$ cat src/core/sph_pkg.sv
/*
  constants, field layouts and state codes of the serial profile
  command handler; assumes a byte-wide host command stream
*/
//
// Contract
// - start command activates the profile directly
// - role from role pin, stored role if floating
// - disabling hides profile attributes, others keep handles
// - attributes stay hidden until enabled or pin asserted
// - enable 0 off, 1 on, 2 auto-start; default 2
// - role 0 peripheral default, 1 central
// - hold 16-bit company id for advertising data
// - peripheral presents stored 32-bit local key
// - central connects only on masked remote key match
// - pipe open limits sleep by profile level
// - lower system-wide sleep level wins
// - client writes need configured encryption and bonding
// - flag bit0 acked, bit1 rx flow; default 0x02
// - auto-start may signal advertising or scanning event
// - get command returns all stored settings
package sph_pkg;
  // -------------------------------------------------------------
  // frame header
  // -------------------------------------------------------------
  localparam logic [7:0] FR_TYPE = 8'h00_C0;
  localparam logic [7:0] FR_GROUP = 8'h00_0A;
  localparam logic [7:0] ID_START = 8'h00_02;
  localparam logic [7:0] ID_SET = 8'h00_03;
  localparam logic [7:0] ID_GET = 8'h00_04;
  localparam logic [7:0] LEN_START = 8'h00_00;
  localparam logic [7:0] LEN_SET = 8'h00_13;
  localparam logic [7:0] LEN_GET = 8'h00_01;
  localparam logic [7:0] LEN_RSP = 8'h00_02;
  localparam logic [7:0] LEN_RSP_GET = 8'h00_15;
  localparam int HDR_BYTES = 4;
  localparam int PAY_BITS = 152;
  localparam logic [15:0] RES_OK = 16'h0000;
  localparam logic [15:0] RES_BAD_PARAM = 16'h0001;
  localparam logic [15:0] RES_DISABLED = 16'h0002;
  // -------------------------------------------------------------
  // setting codes and defaults
  // -------------------------------------------------------------
  localparam logic [7:0] EN_OFF = 8'h00_00;
  localparam logic [7:0] EN_ON = 8'h00_01;
  localparam logic [7:0] EN_AUTO = 8'h00_02;
  localparam logic [7:0] ROLE_CENTRAL = 8'h00_01;
  localparam logic [7:0] SLEEP_MAX = 8'h00_02;
  localparam logic [7:0] SEC_MAX = 8'h00_03;
  localparam logic [7:0] FLAGS_DEF = 8'h00_02;
  // arbitrary neutral company id, not any maker's code
  localparam logic [15:0] COMPANY_DEF = 16'h1234;
  // -------------------------------------------------------------
  // apb map
  // -------------------------------------------------------------
  localparam logic [7:0] A_STAT = 8'h00_00;
  localparam logic [7:0] A_MASK = 8'h00_04;
  localparam logic [7:0] A_STATE = 8'h00_08;
  localparam int ST_BITS = 4;
  typedef enum logic [2:0] {
    S_TYPE = 3'b000, S_LEN = 3'b001, S_GRP = 3'b011, S_ID = 3'b010,
    S_PAY = 3'b110, S_EXEC = 3'b111, S_RESP = 3'b101
  } sph_state_t;
endpackage

$ cat src/core/sph_handler.sv
/*
  serial profile command handler: parses host frames, stores the
  profile settings, answers, and drives the profile's control outputs.
  assumes rx/tx bytes on mclk, pins asynchronous, an apb master.
*/
// The implementer's own choices: the placing of the registers and the APB slave port.
`timescale 1ns/1ps
`default_nettype none
module sph_handler
  import sph_pkg::*;
(
  input wire logic mclk, // 40 MHz clock
  input wire logic nrst, // async reset, low
  input wire logic [7:0] paddr, // apb address
  input wire logic psel, // apb select
  input wire logic penable, // apb access phase
  input wire logic pwrite, // apb write
  input wire logic [31:0] pwdata, // apb write data
  output logic [31:0] prdata, // apb read data
  output logic pready, // apb ready
  output logic pslverr, // unmapped access
  input wire logic [7:0] rx_data, // command byte
  input wire logic rx_valid, // command byte valid
  output logic rx_ready, // handler takes byte
  output logic [7:0] tx_data, // response byte
  output logic tx_valid, // response byte valid
  input wire logic tx_ready, // host takes byte
  input wire logic role_select_pin, // role pin level
  input wire logic role_pin_driven, // role pin not floating
  input wire logic profile_pin, // profile pin
  input wire logic pipe_open, // data pipe open
  input wire logic [1:0] sys_sleep, // system sleep level
  input wire logic link_encrypted, // link encrypted
  input wire logic link_bonded, // peer bonded
  input wire logic [31:0] peer_key, // advertised peer key
  output logic peer_match, // peer may be connected
  output logic profile_active, // profile running
  output logic role_central, // running as central
  output logic attr_hidden, // attribute range hidden
  output logic advertising_state_event, // pulse
  output logic scanning_state_event, // pulse
  output logic [15:0] company_id, // manufacturer data id
  output logic [31:0] local_key, // key while advertising
  output logic [1:0] sleep_limit, // allowed sleep level
  output logic write_allow, // client writes accepted
  output logic ack_xfer, // acknowledged transfers
  output logic rx_flow_ctrl, // rx flow control on
  output logic irq // interrupt, high
);
  // -------------------------------------------------------------
  // pin synchronisers
  // -------------------------------------------------------------
  logic [2:0] pin_m_q, pin_s_q;
  logic prof_d1_q;
  always_ff @(posedge mclk or negedge nrst) begin
    if (!nrst) begin
      pin_m_q <= '0;
      pin_s_q <= '0;
      prof_d1_q <= 1'b0;
    end else begin
      pin_m_q <= {profile_pin, role_pin_driven, role_select_pin};
      pin_s_q <= pin_m_q;
      prof_d1_q <= pin_s_q[2];
    end
  end
  wire logic pin_rise = pin_s_q[2] & ~prof_d1_q;

  // -------------------------------------------------------------
  // frame parser
  // -------------------------------------------------------------
  sph_state_t st_q;
  logic [7:0] len_q, id_q, cnt_q, idx_q, rlen_q;
  logic [PAY_BITS-1:0] pay_q;
  logic [15:0] res_q;
  logic [7:0] en_q, role_q, sleep_q, sec_q, flags_q;
  logic [15:0] comp_q;
  logic [31:0] lkey_q, rkey_q, mask_q;
  logic bad_frame, cmd_ok;

  // stored role passed in, so a continuous assign sees every change of it
  function automatic logic role_central_sel(input logic [7:0] r);
    return r == ROLE_CENTRAL;
  endfunction
  // a floating pin falls back on the stored role
  wire logic start_role = pin_s_q[1] ? pin_s_q[0] : role_central_sel(role_q);

  assign rx_ready = (st_q != S_EXEC) && (st_q != S_RESP);
  wire logic rx_take = rx_valid & rx_ready;
  wire logic tx_take = tx_valid & tx_ready;
  // a frame for this group with the length its id demands
  assign cmd_ok = (id_q == ID_START && len_q == LEN_START) ||
                  (id_q == ID_SET && len_q == LEN_SET) ||
                  (id_q == ID_GET && len_q == LEN_GET);
  assign bad_frame = (st_q == S_EXEC) && !cmd_ok;

  // header, then payload bytes counted by the length byte
  always_ff @(posedge mclk or negedge nrst) begin
    if (!nrst) begin
      st_q <= S_TYPE;
      len_q <= '0;
      id_q <= '0;
      cnt_q <= '0;
      pay_q <= '0;
    end else begin
      unique case (st_q)
        S_TYPE: if (rx_take && rx_data == FR_TYPE) st_q <= S_LEN;
        S_LEN: if (rx_take) begin
          len_q <= rx_data;
          st_q <= S_GRP;
        end
        S_GRP: if (rx_take) begin
          id_q <= (rx_data == FR_GROUP) ? id_q : 8'h00_00;
          st_q <= (rx_data == FR_GROUP) ? S_ID : S_TYPE;
        end
        S_ID: if (rx_take) begin
          id_q <= rx_data;
          cnt_q <= '0;
          st_q <= (len_q == LEN_START) ? S_EXEC : S_PAY;
        end
        // bytes beyond the payload field are counted but dropped
        S_PAY: if (rx_take) begin
          if (cnt_q < LEN_SET) pay_q[cnt_q*8 +: 8] <= rx_data;
          cnt_q <= cnt_q + 8'h00_01;
          if (cnt_q == len_q - 8'h00_01) st_q <= S_EXEC;
        end
        S_EXEC: st_q <= cmd_ok ? S_RESP : S_TYPE;
        S_RESP: if (tx_take && idx_q == rlen_q + 8'(HDR_BYTES - 1)) st_q <= S_TYPE;
        default: st_q <= S_TYPE;
      endcase
    end
  end

  // -------------------------------------------------------------
  // settings store and command effects
  // -------------------------------------------------------------
  wire logic [7:0] p_en = pay_q[7:0];
  wire logic [7:0] p_role = pay_q[15:8];
  wire logic [7:0] p_sleep = pay_q[135:128];
  wire logic [7:0] p_sec = pay_q[143:136];
  wire logic param_ok = p_en <= EN_AUTO && p_role <= ROLE_CENTRAL &&
                        p_sleep <= SLEEP_MAX && p_sec <= SEC_MAX;
  wire logic do_set = (st_q == S_EXEC) && cmd_ok && id_q == ID_SET;
  wire logic do_start = (st_q == S_EXEC) && cmd_ok && id_q == ID_START;
  wire logic set_ok = do_set && param_ok;
  wire logic start_ok = do_start && en_q != EN_OFF;
  wire logic auto_go = set_ok && p_en == EN_AUTO;
  wire logic go = start_ok || auto_go || pin_rise;

  // stored settings, power-on defaults
  always_ff @(posedge mclk or negedge nrst) begin
    if (!nrst) begin
      en_q <= EN_AUTO;
      role_q <= '0;
      comp_q <= COMPANY_DEF;
      lkey_q <= '0;
      rkey_q <= '0;
      mask_q <= '0;
      sleep_q <= SLEEP_MAX;
      sec_q <= '0;
      flags_q <= FLAGS_DEF;
    end else if (set_ok) begin
      en_q <= p_en;
      role_q <= p_role;
      comp_q <= pay_q[31:16];
      lkey_q <= pay_q[63:32];
      rkey_q <= pay_q[95:64];
      mask_q <= pay_q[127:96];
      sleep_q <= p_sleep;
      sec_q <= p_sec;
      flags_q <= pay_q[151:144];
    end else if (pin_rise && en_q == EN_OFF) begin
      en_q <= EN_ON; // pin re-enables the profile
    end
  end

  // activity, role and attribute visibility
  always_ff @(posedge mclk or negedge nrst) begin
    if (!nrst) begin
      profile_active <= 1'b0;
      role_central <= 1'b0;
      attr_hidden <= 1'b0;
      advertising_state_event <= 1'b0;
      scanning_state_event <= 1'b0;
    end else begin
      advertising_state_event <= go && !start_role;
      scanning_state_event <= go && start_role;
      if (set_ok && p_en == EN_OFF) begin
        profile_active <= 1'b0;
        attr_hidden <= 1'b1;
      end else if (go) begin
        profile_active <= 1'b1;
        role_central <= start_role;
        attr_hidden <= 1'b0;
      end else if (set_ok) begin
        attr_hidden <= 1'b0;
      end
    end
  end

  // -------------------------------------------------------------
  // response frame
  // -------------------------------------------------------------
  wire logic [PAY_BITS-1:0] cfg_vec = {flags_q, sec_q, sleep_q, mask_q, rkey_q,
                                       lkey_q, comp_q, role_q, en_q};

  function automatic logic [7:0] rsp_byte(input logic [7:0] i);
    logic [7:0] k;
    k = i - 8'(HDR_BYTES + 2);
    unique case (i)
      8'h00_00: return FR_TYPE;
      8'h00_01: return rlen_q;
      8'h00_02: return FR_GROUP;
      8'h00_03: return id_q;
      8'h00_04: return res_q[7:0];
      8'h00_05: return res_q[15:8];
      default: return (k < LEN_SET) ? cfg_vec[k*8 +: 8] : 8'h00_00;
    endcase
  endfunction

  // result code and length fixed at execute, bytes fed on handshake
  always_ff @(posedge mclk or negedge nrst) begin
    if (!nrst) begin
      res_q <= RES_OK;
      rlen_q <= '0;
      idx_q <= '0;
      tx_data <= '0;
    end else if (st_q == S_EXEC) begin
      res_q <= (do_set && !param_ok) ? RES_BAD_PARAM :
               (do_start && en_q == EN_OFF) ? RES_DISABLED : RES_OK;
      rlen_q <= (id_q == ID_GET) ? LEN_RSP_GET : LEN_RSP;
      idx_q <= '0;
      tx_data <= FR_TYPE;
    end else if (tx_take) begin
      idx_q <= idx_q + 8'h00_01;
      tx_data <= rsp_byte(idx_q + 8'h00_01);
    end
  end
  assign tx_valid = (st_q == S_RESP);

  // -------------------------------------------------------------
  // link policy outputs
  // -------------------------------------------------------------
  // registered so the radio side sees glitch-free levels
  always_ff @(posedge mclk or negedge nrst) begin
    if (!nrst) begin
      peer_match <= 1'b0;
      sleep_limit <= '0;
      write_allow <= 1'b0;
      ack_xfer <= 1'b0;
      rx_flow_ctrl <= 1'b0;
    end else begin
      peer_match <= profile_active && role_central &&
                    ((peer_key ^ rkey_q) & mask_q) == '0;
      if (pipe_open && sleep_q[1:0] < sys_sleep) sleep_limit <= sleep_q[1:0];
      else sleep_limit <= sys_sleep;
      write_allow <= (!sec_q[0] || link_encrypted) && (!sec_q[1] || link_bonded);
      ack_xfer <= role_central && flags_q[0];
      rx_flow_ctrl <= role_central && flags_q[1];
    end
  end
  assign company_id = comp_q;
  assign local_key = lkey_q;

  // -------------------------------------------------------------
  // apb slave and interrupt
  // -------------------------------------------------------------
  logic [ST_BITS-1:0] stat_q, mask_irq_q;
  wire logic [ST_BITS-1:0] ev = {do_set && !param_ok, bad_frame, go, st_q == S_EXEC && cmd_ok};
  wire logic wr = psel && penable && pwrite;
  wire logic mapped = paddr == A_STAT || paddr == A_MASK || paddr == A_STATE;
  assign pready = 1'b1;
  assign pslverr = psel && penable && !mapped;

  // sticky events: a set in the clearing cycle survives
  always_ff @(posedge mclk or negedge nrst) begin
    if (!nrst) begin
      stat_q <= '0;
      mask_irq_q <= '0;
    end else begin
      stat_q <= (stat_q & ~((wr && paddr == A_STAT) ? pwdata[ST_BITS-1:0] : '0)) | ev;
      if (wr && paddr == A_MASK) mask_irq_q <= pwdata[ST_BITS-1:0];
    end
  end
  assign irq = |(stat_q & mask_irq_q);

  // read data captured in the setup phase, zero wait
  always_ff @(posedge mclk or negedge nrst) begin
    if (!nrst) prdata <= '0;
    else if (psel && !penable) begin
      unique case (paddr)
        A_STAT: prdata <= 32'(stat_q);
        A_MASK: prdata <= 32'(mask_irq_q);
        A_STATE: prdata <= {21'h00_0000, attr_hidden, role_central, profile_active, en_q};
        default: prdata <= '0;
      endcase
    end
  end

  // masked key compare, written out apart from the registered match
  wire logic key_hit = ((peer_key ^ rkey_q) & mask_q) == '0;
endmodule // sph_handler
`default_nettype wire

$ cat config.mk
export PLATFORM = sky130hd
export DESIGN_NAME = sph_handler
export DESIGN_NICKNAME = d
export VERILOG_FILES = /design/src/core/sph_pkg.sv /design/src/core/sph_handler.sv
export SDC_FILE = /design/constraint.sdc
export NUM_CORES = 1
export LEC_CHECK = 0
export BUFFER_PORTS_ARGS = -buffer_cell sky130_fd_sc_hd__buf_4
export CAP_MARGIN = 0
export CORE_ASPECT_RATIO = 2
export CORE_UTILIZATION = 23
export CTS_BUF_LIST = sky130_fd_sc_hd__clkbuf_4 sky130_fd_sc_hd__clkbuf_8
export CTS_CLUSTER_SIZE = 10
export DETAILED_ROUTE_END_ITERATION = 12
export HOLD_SLACK_MARGIN = 0.06
export SYNTH_ARGS = -nofsm -noshare
export SYNTH_HDL_FRONTEND = slang
export SYNTH_SLANG_ARGS = --single-unit
$ cat constraint.sdc
create_clock -name mclk -period 8.2 [get_ports mclk]
set_input_delay 0.82 -clock mclk [delete_from_list [all_inputs] [get_ports mclk]]
set_output_delay 0.82 -clock mclk [all_outputs]
set_load 0.005 [all_outputs]
==> key figures <==
Critical path
  – Critical path type: reg2reg
  – Reg2reg setup slack: 3.77 ns
  – Reg2reg start: idx_q[0]$_DFFE_PN0P_
  – Worst r2r path cells: 9
  – CP Launch Type: register
  – Crit path capture type: register
  – CP Max Fanout: 13
  – Reg2reg end: tx_data[6]$_DFFE_PN0P_
  – Worst Path Arrival: 4.96 ns
  – Req. time, crit path: 8.73 ns

Synthesis
  – Yosys cell types: 68
  – Avg Cell Area, Syn: 11.6 um^2
  – Top_reg_cell synth: dfrtp_1
  – Seq/Total Area, Yosys: 52.7%
  – Post-synthesis instance total: 1588
  – Synth top area cells: dfrtp_1 52%, mux2_2 6.4%, mux4_2 4.6%, nand2_1 4.5%, mux2_4 4.1%
  – Post-synthesis register bit count: 388
  – Post-synth EDFFs: 0
  – Mapped cell area: 18400 um^2
  – Post-synth ARST share: 100%
  – Synth area leader: dfrtp_1
  – Yosys Warn Count: 0
  – Synth top area share: 51.6%

Global routing
  – Pin count of the biggest net entering global routing: 178
  – Gr usage total: 15.3%
  – Initial antenna violation count: 2
  – GRT overflow: 0
  – Vias in the first global route: 13897
  – First-pass GRT wire length: 92600 um

Clocking
  – CTS Buf Count: 54
  – Clock tree buffer depth: 3
  – Clock-pin slew on the worst setup and hold paths: 0.07 ns
  – Clk_lat worst skew: 0.64 ns
  – CTS Sinks: 388
  – Post-CTS Resized: 0
  – Root buf cell: clkbuf_8
  – CTS tree: built
  – H-Tree Depth: 2
  – Post-CTS Repair Setup Buffers: 0
  – Hold Buf Count CTS: 0

Placement
  – Number of port buffers: 148
  – DP Worst Slack: 3.80 ns
  – RD Place Congestion: 0.921
  – Detailed placement HPWL: 45800 um
  – Placed cell area: 20400 um^2

Die
  – Die Span Y: 402 um
  – IO Count: 199
  – Die width: 202 um
  – Starting Density: 23.3%
  – Core area: 79300 um^2
  – Die area: 81400 um^2
  – FP Rows: 146

Pwr
  – Cell Pwr Density: 240 nW/um^2
  – Max IR drop VDD: 0.114 mV
  – Leak: 10.0 nW

Route
  – Vias per cell: 4.83
  – Post-route ant nets: 0
  – Post-Route WL: 62600 um
  – DR iter-0 viols: 982
  – Drt pass-1 iters: 7
  – Post-route DRC: 0
  – Routed via count: 13437
  – Average wire per standard cell: 22.5 um

STA
  – Worst Max-Slew Pin Slew: 1.23 ns
  – Worst hold slack: 0.160 ns
  – Final worst slack: 3.77 ns
  – Final worst-path cycle share: 54.1%
  – Slew Viols, Final: 0
  – Slew Limit Headroom: 17.8%
  – RSZ-0062 raised after global routing: false
  – Setup-failing EPs final: 0
  – Clk_skew: 0.0153 ns
  – Final min period: 4.43 ns
  – Max frequency: 0.226 GHz
  – Fin. Hold Viols: 0
  – TNS Setup: 0 ns

Outcome
  – Status: finished, final reports clean

Job
  – Number of max-cap violations: 0

Finish
  – Layout Nets: 1811
  – Share of layout cells above drive strength 1: 27.4%
  – Most common cell after layout, fill and taps aside: dfrtp_1
  – Area Overhead vs Synth: 17.4%
  – Fin area: 21600 um^2
  – Most frequent cells in the layout: 379 x dfrtp_1, 218 x nand2_1, 153 x buf_4, 105 x mux2_2, 76 x o21ai_0
  – Fin util: 27.3%

Worst hold path
  – Hold Crit Class: in2async
[power breakdown]
part           switching (mW)  total, mW  internal, mW
combinational           0.978       1.38         0.403
clock                   0.794       1.69         0.892
sequential              0.129       2.13          2.00
total                    1.90       5.19          3.29
[state kept, by name, summed over array words and instances (netlist names), 8 cells and up]
| name | count |
|---|---|
| pay_q | 152 |
| local_key | 32 |
| mask_q | 32 |
| rkey_q | 32 |
| company_id | 16 |
| prdata | 11 |
| cnt_q | 8 |
| en_q | 8 |
| flags_q | 8 |
| id_q | 8 |
| idx_q | 8 |
| len_q | 8 |
| role_q | 8 |
| sec_q | 8 |
| sleep_q | 8 |
| tx_data | 8 |
[worst max-delay path by stage]
stage / from / depth (start not counted) / slack [ns] / end
2_1_floorplan: idx_q[0]$_DFFE_PN0P_ / 11 / 4.33 / tx_data[3]$_DFFE_PN0P_
3_3_place_gp: idx_q[0]$_DFFE_PN0P_ / 9 / 3.81 / tx_data[6]$_DFFE_PN0P_
3_5_place_dp: idx_q[0]$_DFFE_PN0P_ / 9 / 3.80 / tx_data[6]$_DFFE_PN0P_
4_1_cts: idx_q[0]$_DFFE_PN0P_ / 9 / 3.78 / tx_data[6]$_DFFE_PN0P_
5_1_grt: idx_q[0]$_DFFE_PN0P_ / 9 / 3.46 / tx_data[6]$_DFFE_PN0P_
6_report: idx_q[0]$_DFFE_PN0P_ / 9 / 3.77 / tx_data[6]$_DFFE_PN0P_
[layer usage]
layer	global-route usage, %	routed length (um)
met5	0	0
met4	6.89	2880
met3	2.80	3460
met2	28.7	33800
met1	16.4	22500
[cell families (layout without fill, tap and decap cells)]
| family | after synthesis | after routing | synth area share [%] |
|---|---|---|---|
| other | 2 | 23 | 0.0407 |
| XOR/XNOR | 59 | 59 | 2.80 |
| buffers and inverters | 149 | 288 | 3.84 |
| adder cells (fa/ha/maj) | 14 | 14 | 0.950 |
| AO/OA/AOI/OAI | 285 | 285 | 11.1 |
| multiplexers | 219 | 219 | 16.5 |
| flip-flops | 388 | 388 | 52.7 |
| AND/OR/NAND/NOR | 472 | 472 | 12.0 |
[cell type report]
class,count,area [um^2]
Inverter,31,116
Clock inverter,14,131
Sequential cell,388,9720
Multi-Input combinational cell,1071,8110
Tap cell,1036,1300
Timing Repair Buffer,156,1200
Fill cell,8248,57600
Clock buffer,87,1070
Antenna cell,1,2.50
[per-stage QoR]
| step | power, mW | instances |
|---|---|---|
| 2_1_floorplan | 2.97 | 1608 |
| 3_3_place_gp | 3.50 | 2682 |
| 3_5_place_dp | 3.53 | 2682 |
| 4_1_cts | 5.22 | 2783 |
| 5_1_grt | 5.40 | 2784 |
| 6_report | 5.19 | 2784 |
[Yosys cell counts, drive strengths merged (3+ instances only)]
library cell	number
nor2	71
nor3	21
or2	4
or4	4
nor4b	3
mux4	38
mux2	155
nor4	18
nand2	219
xor2	45
o21ai	76
a22o	17
a31oi	3
xnor2	14
a22oi	10
ha	14
o2111ai	3
dfstp	8
dfrtp	380
a21oi	28
o41ai	64
mux2i	26
nand3	44
buf	50
nand2b	7
nor2b	6
and2	30
a221oi	8
and3	8
or3	8
inv	31
clkbuf	68
nand4	18
o31ai	53
[critical path, cell delays in order (launching register included)]
cell	delay, ns
dfrtp_2	0.56
ha_1	0.37
xor2_1	0.66
ha_1	0.38
xnor2_1	0.12
xnor2_2	0.94
mux4_2	0.70
mux2i_1	0.19
nor3_1	0.07
o32a_1	0.30
Note: power is estimated with default switching activity, not from simulation.
